`src/shared/tpwm_pkg.sv`:
```
// package of register map, field layout and encodings for the 8-bit pwm timer
package tpwm_pkg;

    ////////////////////////////////////////////////////////////////////////////
    // register byte offsets
    localparam logic [3:0] OFS_CTRL    = 4'h0;
    localparam logic [3:0] OFS_COMPARE = 4'h4;
    localparam logic [3:0] OFS_COUNTER = 4'h8;
    localparam logic [3:0] OFS_STATUS  = 4'hC;

    ////////////////////////////////////////////////////////////////////////////
    // ctrl field positions
    localparam int CTRL_WGM_LSB = 0;   // waveform_mode_select [1:0]
    localparam int CTRL_COM_LSB = 4;   // compare_output_mode [5:4]
    localparam int CTRL_CS_LSB  = 8;   // clock select [10:8]
    localparam int CTRL_DIR_BIT = 12;  // pin direction, 1 = output

    // status field positions
    localparam int STAT_TOV_BIT = 0;
    localparam int STAT_OC_BIT  = 1;
    localparam int STAT_DN_BIT  = 2;

    ////////////////////////////////////////////////////////////////////////////
    // reset values
    localparam logic [1:0] RST_WGM     = 2'h0;
    localparam logic [1:0] RST_COM     = 2'h0;
    localparam logic [2:0] RST_CS      = 3'h0;
    localparam logic [7:0] RST_COMPARE = 8'h00;
    localparam logic [7:0] RST_COUNTER = 8'h00;

    // counter extremes
    localparam logic [7:0] CNT_BOTTOM = 8'h00;
    localparam logic [7:0] CNT_MAX    = 8'hFF;

    ////////////////////////////////////////////////////////////////////////////
    // waveform modes (mode 2 behaves as normal)
    localparam logic [1:0] WGM_NORMAL = 2'h0;
    localparam logic [1:0] WGM_PHASE  = 2'h1;
    localparam logic [1:0] WGM_FAST   = 2'h3;

    // compare output modes
    localparam logic [1:0] COM_OFF    = 2'h0;
    localparam logic [1:0] COM_TOGGLE = 2'h1;
    localparam logic [1:0] COM_NONINV = 2'h2;
    localparam logic [1:0] COM_INV    = 2'h3;

    // prescaler: codes 1..7 give /1 /8 /32 /64 /128 /256 /1024, 0 stops
    localparam int         PRE_WIDTH = 10;
    localparam logic [9:0] PRE_MASK8    = 10'h007;
    localparam logic [9:0] PRE_MASK32   = 10'h01F;
    localparam logic [9:0] PRE_MASK64   = 10'h03F;
    localparam logic [9:0] PRE_MASK128  = 10'h07F;
    localparam logic [9:0] PRE_MASK256  = 10'h0FF;
    localparam logic [9:0] PRE_MASK1024 = 10'h3FF;

    // axi responses
    localparam logic [1:0] RESP_OKAY   = 2'h0;
    localparam logic [1:0] RESP_SLVERR = 2'h2;

endpackage : tpwm_pkg

```
`src/hdl/tpwm_prescaler.sv`:
```
// prescaler producing the one-cycle timer clock enable
module tpwm_prescaler (
    input  wire logic       aclk,
    input  wire logic       aresetn,
    input  wire logic [2:0] clock_select,
    output logic            tick
);

    logic [tpwm_pkg::PRE_WIDTH-1:0] div_count;
    logic [tpwm_pkg::PRE_WIDTH-1:0] mask;
    logic                           next_tick;

    // divide by the selected factor; code 0 stops the timer
    always_comb begin
        case (clock_select)
            3'h2:    mask = tpwm_pkg::PRE_MASK8;
            3'h3:    mask = tpwm_pkg::PRE_MASK32;
            3'h4:    mask = tpwm_pkg::PRE_MASK64;
            3'h5:    mask = tpwm_pkg::PRE_MASK128;
            3'h6:    mask = tpwm_pkg::PRE_MASK256;
            default: mask = tpwm_pkg::PRE_MASK1024;
        endcase
    end

    assign next_tick = (clock_select == 3'h1) ||
                       ((clock_select != 3'h0) && ((div_count & mask) == mask));

    always_ff @(posedge aclk) begin
        if (!aresetn) begin
            div_count <= '0;
            tick      <= 1'b0;
        end else begin
            div_count <= div_count + 1'b1;
            tick      <= next_tick;
        end
    end

endmodule // tpwm_prescaler

```
`src/hdl/tpwm_timer.sv`:
```
// 8-bit timer with fast and phase correct pwm on one compare channel, axi4-lite registers
//
// Behaviour
// - in fast pwm the overflow flag is set each time the counter wraps from max to bottom.
// - in fast pwm compare-output mode two gives non-inverted and three inverted pwm.
// - the waveform reaches the pin only while the pin direction is output.
// - fast pwm changes the output at compare match and applies the opposite level at the max-to-bottom wrap.
// - the fast pwm period is 256 timer clocks, the timer clock being the bus clock over 1 to 1024.
// - a compare value at bottom gives a one-timer-clock spike once per 256 timer clocks in fast pwm.
// - a compare value at max gives a constant output level chosen by the polarity in fast pwm.
// - compare-output mode one toggles the output on each compare match in fast pwm.
// - in the pwm modes the compare value is double buffered and takes effect only at max; normal mode loads it every timer clock.
// - waveform mode value one selects phase correct pwm.
// - phase correct mode counts up from bottom to max then down to bottom repeatedly.
// - phase correct non-inverting clears on an up-count match and sets on a down-count match, inverting the opposite.
// - phase correct resolution is fixed at eight bits with no programmable top.
// - the counter stays at max for exactly one timer clock before turning down.
module tpwm_timer (
    input  wire logic        aclk,
    input  wire logic        aresetn,
    input  wire logic [3:0]  s_axi_awaddr,
    input  wire logic        s_axi_awvalid,
    output logic             s_axi_awready,
    input  wire logic [31:0] s_axi_wdata,
    input  wire logic [3:0]  s_axi_wstrb,
    input  wire logic        s_axi_wvalid,
    output logic             s_axi_wready,
    output logic [1:0]       s_axi_bresp,
    output logic             s_axi_bvalid,
    input  wire logic        s_axi_bready,
    input  wire logic [3:0]  s_axi_araddr,
    input  wire logic        s_axi_arvalid,
    output logic             s_axi_arready,
    output logic [31:0]      s_axi_rdata,
    output logic [1:0]       s_axi_rresp,
    output logic             s_axi_rvalid,
    input  wire logic        s_axi_rready,
    output logic             compare_output_pin,
    output logic             compare_output_pin_oen_n,
    output logic             timer_overflow_flag
);

    ////////////////////////////////////////////////////////////////////////////
    // state

    logic [1:0]  waveform_mode_select;
    logic [1:0]  compare_output_mode;
    logic [2:0]  clock_select;
    logic        pin_dir_out;
    logic [7:0]  compare_buffer;
    logic [7:0]  compare_value_reg;
    logic [7:0]  counter_value;
    logic        count_down;
    logic        oc_level;
    logic        tick;

    logic        aw_hold;
    logic        w_hold;
    logic [3:0]  aw_addr;
    logic [31:0] w_data;
    logic [3:0]  w_strb;

    ////////////////////////////////////////////////////////////////////////////
    // timer clock enable

    tpwm_prescaler u_prescaler (
        .aclk         (aclk),
        .aresetn      (aresetn),
        .clock_select (clock_select),
        .tick         (tick)
    );

    ////////////////////////////////////////////////////////////////////////////
    // bus decode

    wire wr_fire     = aw_hold && w_hold && !s_axi_bvalid;
    wire wr_ctrl     = wr_fire && (aw_addr == tpwm_pkg::OFS_CTRL);
    wire wr_compare  = wr_fire && (aw_addr == tpwm_pkg::OFS_COMPARE) && w_strb[0];
    wire wr_counter  = wr_fire && (aw_addr == tpwm_pkg::OFS_COUNTER) && w_strb[0];
    wire wr_status   = wr_fire && (aw_addr == tpwm_pkg::OFS_STATUS) && w_strb[0];
    wire wr_mapped   = (aw_addr == tpwm_pkg::OFS_CTRL) || (aw_addr == tpwm_pkg::OFS_COMPARE) ||
                       (aw_addr == tpwm_pkg::OFS_COUNTER) || (aw_addr == tpwm_pkg::OFS_STATUS);
    wire tov_clear   = wr_status && w_data[tpwm_pkg::STAT_TOV_BIT];

    wire rd_fire     = s_axi_arvalid && s_axi_arready;
    wire rd_ctrl     = (s_axi_araddr == tpwm_pkg::OFS_CTRL);
    wire rd_compare  = (s_axi_araddr == tpwm_pkg::OFS_COMPARE);
    wire rd_counter  = (s_axi_araddr == tpwm_pkg::OFS_COUNTER);
    wire rd_status   = (s_axi_araddr == tpwm_pkg::OFS_STATUS);
    wire rd_mapped   = rd_ctrl || rd_compare || rd_counter || rd_status;

    wire [31:0] ctrl_word = {19'h0, pin_dir_out, 1'b0, clock_select,
                             2'h0, compare_output_mode, 2'h0, waveform_mode_select};
    wire [31:0] stat_word = {29'h0, count_down, oc_level, timer_overflow_flag};
    wire [31:0] rd_word   = rd_ctrl    ? ctrl_word :
                            rd_compare ? {24'h0, compare_buffer} :
                            rd_counter ? {24'h0, counter_value} :
                            rd_status  ? stat_word : 32'h0000_0000;

    ////////////////////////////////////////////////////////////////////////////
    // mode decode and counter step

    wire mode_fast  = (waveform_mode_select == tpwm_pkg::WGM_FAST);
    wire mode_phase = (waveform_mode_select == tpwm_pkg::WGM_PHASE);
    wire at_max     = (counter_value == tpwm_pkg::CNT_MAX);
    wire at_bottom  = (counter_value == tpwm_pkg::CNT_BOTTOM);
    wire match      = (counter_value == compare_value_reg);

    // phase correct turns at max and at bottom; max is held for a single tick
    wire next_down  = mode_phase && (at_max ? 1'b1 : (at_bottom ? 1'b0 : count_down));
    wire [7:0] next_count = (mode_phase && next_down) ? counter_value - 8'h01
                                                      : counter_value + 8'h01;

    // update point of the compare buffer: max in fast and phase correct, every tick in normal mode
    wire load_point = !(mode_fast || mode_phase) || at_max;

    // overflow event: fast and normal wrap at max, phase correct at bottom
    wire tov_event  = tick && (mode_phase ? at_bottom : at_max);

    // phase correct compares the value the counter steps to, so the match lands in the right slope
    wire pc_match   = (next_count == compare_value_reg);
    wire inv        = (compare_output_mode == tpwm_pkg::COM_INV);

    logic next_oc;
    always_comb begin
        next_oc = oc_level;
        if (mode_fast) begin
            if (compare_output_mode == tpwm_pkg::COM_TOGGLE) begin
                if (match) begin
                    next_oc = !oc_level;
                end
            end else if (compare_output_mode[1]) begin
                // match beats the wrap, so max gives a steady level and bottom a one-tick spike
                if (match) begin
                    next_oc = inv;
                end else if (at_max) begin
                    next_oc = !inv;
                end
            end
        end else if (mode_phase && compare_output_mode[1]) begin
            if (pc_match) begin
                next_oc = next_down ? !inv : inv;
            end
        end else if (compare_output_mode == tpwm_pkg::COM_TOGGLE && match) begin
            next_oc = !oc_level;
        end
    end

    ////////////////////////////////////////////////////////////////////////////
    // control registers

    always_ff @(posedge aclk) begin
        if (!aresetn) begin
            waveform_mode_select <= tpwm_pkg::RST_WGM;
            compare_output_mode  <= tpwm_pkg::RST_COM;
            clock_select         <= tpwm_pkg::RST_CS;
            pin_dir_out          <= 1'b0;
            compare_buffer       <= tpwm_pkg::RST_COMPARE;
        end else begin
            if (wr_ctrl && w_strb[0]) begin
                waveform_mode_select <= w_data[tpwm_pkg::CTRL_WGM_LSB +: 2];
                compare_output_mode  <= w_data[tpwm_pkg::CTRL_COM_LSB +: 2];
            end
            if (wr_ctrl && w_strb[1]) begin
                clock_select <= w_data[tpwm_pkg::CTRL_CS_LSB +: 3];
                pin_dir_out  <= w_data[tpwm_pkg::CTRL_DIR_BIT];
            end
            if (wr_compare) begin
                compare_buffer <= w_data[7:0];
            end
        end
    end

    ////////////////////////////////////////////////////////////////////////////
    // counter, compare and waveform

    always_ff @(posedge aclk) begin
        if (!aresetn) begin
            counter_value     <= tpwm_pkg::RST_COUNTER;
            compare_value_reg <= tpwm_pkg::RST_COMPARE;
            count_down        <= 1'b0;
            oc_level          <= 1'b0;
        end else if (wr_counter) begin
            // a software write of the count wins over a tick in the same cycle
            counter_value <= w_data[7:0];
        end else if (tick) begin
            counter_value <= next_count;
            count_down    <= next_down;
            oc_level      <= next_oc;
            if (load_point) begin
                compare_value_reg <= compare_buffer;
            end
        end
    end

    // set wins over a same-cycle clear so no overflow is lost
    always_ff @(posedge aclk) begin
        if (!aresetn) begin
            timer_overflow_flag <= 1'b0;
        end else if (tov_event) begin
            timer_overflow_flag <= 1'b1;
        end else if (tov_clear) begin
            timer_overflow_flag <= 1'b0;
        end
    end

    // pin released while the direction is input, so the waveform cannot leak out
    always_ff @(posedge aclk) begin
        if (!aresetn) begin
            compare_output_pin       <= 1'b0;
            compare_output_pin_oen_n <= 1'b1;
        end else begin
            compare_output_pin       <= pin_dir_out && oc_level;
            compare_output_pin_oen_n <= !pin_dir_out;
        end
    end

    ////////////////////////////////////////////////////////////////////////////
    // axi4-lite write channel

    always_ff @(posedge aclk) begin
        if (!aresetn) begin
            aw_hold       <= 1'b0;
            w_hold        <= 1'b0;
            aw_addr       <= 4'h0;
            w_data        <= 32'h0000_0000;
            w_strb        <= 4'h0;
            s_axi_awready <= 1'b1;
            s_axi_wready  <= 1'b1;
            s_axi_bvalid  <= 1'b0;
            s_axi_bresp   <= tpwm_pkg::RESP_OKAY;
        end else begin
            if (s_axi_awvalid && s_axi_awready) begin
                aw_hold       <= 1'b1;
                aw_addr       <= {s_axi_awaddr[3:2], 2'b00};
                s_axi_awready <= 1'b0;
            end
            if (s_axi_wvalid && s_axi_wready) begin
                w_hold       <= 1'b1;
                w_data       <= s_axi_wdata;
                w_strb       <= s_axi_wstrb;
                s_axi_wready <= 1'b0;
            end
            if (wr_fire) begin
                aw_hold      <= 1'b0;
                w_hold       <= 1'b0;
                s_axi_bvalid <= 1'b1;
                s_axi_bresp  <= wr_mapped ? tpwm_pkg::RESP_OKAY : tpwm_pkg::RESP_SLVERR;
            end
            if (s_axi_bvalid && s_axi_bready) begin
                s_axi_bvalid  <= 1'b0;
                s_axi_awready <= 1'b1;
                s_axi_wready  <= 1'b1;
            end
        end
    end

    ////////////////////////////////////////////////////////////////////////////
    // axi4-lite read channel

    always_ff @(posedge aclk) begin
        if (!aresetn) begin
            s_axi_arready <= 1'b1;
            s_axi_rvalid  <= 1'b0;
            s_axi_rdata   <= 32'h0000_0000;
            s_axi_rresp   <= tpwm_pkg::RESP_OKAY;
        end else if (rd_fire) begin
            s_axi_arready <= 1'b0;
            s_axi_rvalid  <= 1'b1;
            s_axi_rdata   <= rd_word;
            s_axi_rresp   <= rd_mapped ? tpwm_pkg::RESP_OKAY : tpwm_pkg::RESP_SLVERR;
        end else if (s_axi_rvalid && s_axi_rready) begin
            s_axi_rvalid  <= 1'b0;
            s_axi_arready <= 1'b1;
        end
    end

endmodule // tpwm_timer

```
`config.mk`:
```
export PLATFORM = sky130hd
export DESIGN_NAME = tpwm_timer
export DESIGN_NICKNAME = d
export VERILOG_FILES = /design/src/shared/tpwm_pkg.sv /design/src/hdl/tpwm_prescaler.sv /design/src/hdl/tpwm_timer.sv
export SDC_FILE = /design/constraint.sdc
export NUM_CORES = 1
export LEC_CHECK = 0
export ABC_AREA = 1
export BUFFER_PORTS_ARGS = -buffer_cell sky130_fd_sc_hd__buf_2
export CELL_PAD_IN_SITES_DETAIL_PLACEMENT = 0
export CELL_PAD_IN_SITES_GLOBAL_PLACEMENT = 2
export CORE_ASPECT_RATIO = 1.25
export CORE_MARGIN = 2
export CORE_UTILIZATION = 32
export CTS_CLUSTER_DIAMETER = 200
export DETAILED_ROUTE_END_ITERATION = 10
export HOLD_SLACK_MARGIN = 0.02
export PLACE_DENSITY_LB_ADDON = 0.1
export SYNTH_ARGS = -nofsm -noshare
export SYNTH_HDL_FRONTEND = slang
export SYNTH_SLANG_ARGS = --single-unit
```
`constraint.sdc`:
```
create_clock -name aclk -period 4.15 [get_ports aclk]
set_clock_uncertainty 0.05 [all_clocks]
set_input_delay 0.415 -clock aclk [delete_from_list [all_inputs] [get_ports aclk]]
set_output_delay 0.415 -clock aclk [all_outputs]
set_load 0.01 [all_outputs]
```
==> metrics <==
crit-path cells=inv_1, nor3_2, nand2_2, nand2_4, nand2_4, inv_1, fa_1, xnor2_1, nand2_1, nor2_1, nand2_1, nor2_1, nand3_1, nor2_1, nand4_1, nand2_1, nand3_1, nand2_1, nor2_1; final core area utilization=0.378; total gr overflow=0; Setup CP Type=reg -> reg; Slew HR=0.583; placed instance count=782; startpoint types=flip-flop; clock sinks=85; layout overhead on the synthesized area=15.4%; I/O pin cnt=95; Post-synth EDFFs=0; Reg clk slew, reported paths=60 ps; setup TNS=0 ps; DP Worst Slack=914 ps; status=completed; path category of the worst min-delay check=in -> reg; unrepaired setup endpoints after global routing=no; Synth Area in Compound Gates=0.201; gr usage total=0.171; synthesized area=4150 um^2; initial antenna violation count=0; final instance area=around 4800 um^2; hold buffer count at CTS=0; largest net degree at the start of global routing=49; Die Ht=around 130 um; drt initial violations=174; Final Routed Wirelength=~12 mm; DRC Markers=0; DRT Pass-1 Iters=4; most frequent cell after synthesis=nand2_1; share of cells above drive strength 1=0.132; simple-gate share of the synthesized area=0.226; Lkg Pwr=1.99 nW; vias in the first global route=approximately 3.6k; CTS buffer count=9; commonest cells in the netlist=96 x nand2_1, 85 x dfxtp_1, 64 x nor2_1; Slew Limit Fails=0; buffer count from post-CTS setup fixing=0; Synth Area in XOR/XNOR=0.0169; Clk Latency, worst-skew pair=between 300 and 400 ps; top-area cell type share of the netlist area=0.410; NumNets Final=approximately 680; hold slack final=287 ps; Rows=46; Power Density=385 nW/um^2; fraction of registers with async set/reset=0; Design Power=1.84 mW; Setup WS post-layout=994 ps; Worst path top cell family by delay=simple AND/OR/NAND/NOR gates; wire length per cell=14.5 um; post-route ant nets=0; first-pass GRT wire length=between 15 and 20 mm; Max stage delay on crit path=510 ps; Inserted Diodes=0; Synth Area in Adders=0.0259; Die Area=13900 um^2; max cap viols=0; CTS tree=yes; Resized Gates After CTS=0; final setup fails=0; H-tree depth=3; period utilization=0.761; core box area=12700 um^2; largest family of logic cells by synthesized area=simple AND/OR/NAND/NOR gates; Slowest-stage cell, CP=fa_1; maximum vdd drop=around 0.00016 V; Yosys top cell by area=dfxtp_1; fillers=1370; via count=3757; GPL Wtd Cong=0.832; Final Non-Filler Cells=797; Bufs and invs on worst path=2; Syn Area/Cell=7.17 um^2; Crit Path Max Fanout=7; Tmin final=3160 ps; Initial Util=0.328; DP Area=roughly 4500 um^2; biggest regs=s_axi_rdata: 12 flops, w_data: 12 flops, u_prescaler.div_count: 10 flops; I/O Buffers=48; Worst Path Arrival=between 3000 and 4000 ps; sequential share of the synthesized area=0.410; warnings from Yosys=0; worst path required time=about 4300 ps; main flop type after synthesis=dfxtp_1; Vias/cell=4.71; mux share of post-synthesis cell area=0; Worst-Margin Slew=625 ps; die width=106 um; unique cell type count in the Yosys netlist=42; post-DP HPWL=8.99 mm; Synth area leaders=dfxtp_1 41%, nand2_1 8.7%, o21ai_0 7.2%, a21oi_1 6.4%, nor2_1 5.8%; Synth Register Bits=between 80 and 90; clk root buf=clkbuf_16; crit end category=flip-flop; clk buf depth=2; FMAX=317 MHz; Mapped Cells=579; final hold violation count=0
-- where the power goes --
| part | switching (mW) | internal (mW) | leakage (nW) |
|---|---|---|---|
| Clock | 0.315 | 0.539 | 0.152 |
| Sequential | 0.0207 | 0.845 | 0.692 |
| Combinational | 0.0832 | 0.0404 | 1.15 |
-- worst paths after layout --
check | startpoint | endpoint | slack (ps) | cells past startpoint
setup / recovery | counter_value[1] | oc_level | 990 | 19
hold / removal | s_axi_wdata[8] | w_data[8] | 290 | 3
setup reg to reg | counter_value[1] | oc_level | 990 | 19
hold reg to reg | s_axi_bresp[1] | s_axi_bresp[1] | 380 | 2
-- tightest hold or removal path: cells and delay by family --
family	cells	cell delay (ps)
buffers and inverters	1	70
AND/OR/NAND/NOR	1	80
AO/OA/AOI/OAI	1	70
-- kinds of logic after synthesis --
kind of cell,after synthesis
simple gates,215
flops,85
xor+xnor,8
fa+ha+maj,8
other cells,1
buf+inv,109
compound gates,153
-- per-layer routing --
layer | share of wire | GRT usage
met3 | 0.028 | 0.0268
met4 | 0.021 | 0.0665
met1 | 0.44 | 0.204
met5 | 0 | 0
met2 | 0.51 | 0.305
-- placed cells by master (no fill, tap or decap), drive strengths merged, types with 2 or more instances in the layout --
cell	n
a31oi	7
nor3	8
o21ai	69
nand3b	3
clkinv	4
or2	2
conb	22
inv	70
nand4	5
dfxtp	85
nand2	99
a211oi	6
o221ai	2
buf	50
a21oi	54
nor2	66
o22ai	6
o211ai	3
ha	7
nand3	31
xor2	4
clkbuf	11
xnor2	4
a41oi	2
bufinv	2
-- cell type report --
| type | instances | area, um^2 | area share |
|---|---|---|---|
| Tap cell | 168 | 210 | 0.0439 |
| Clock buffer | 11 | 243 | 0.0507 |
| Timing Repair Buffer | 50 | 255 | 0.0533 |
| Inverter | 73 | 274 | 0.0572 |
| Clock inverter | 4 | 72.6 | 0.0151 |
| Multi-Input combinational cell | 406 | 2030 | 0.425 |
| Sequential cell | 85 | 1700 | 0.355 |
No activity file was read; power rests on OpenSTA's default activity.
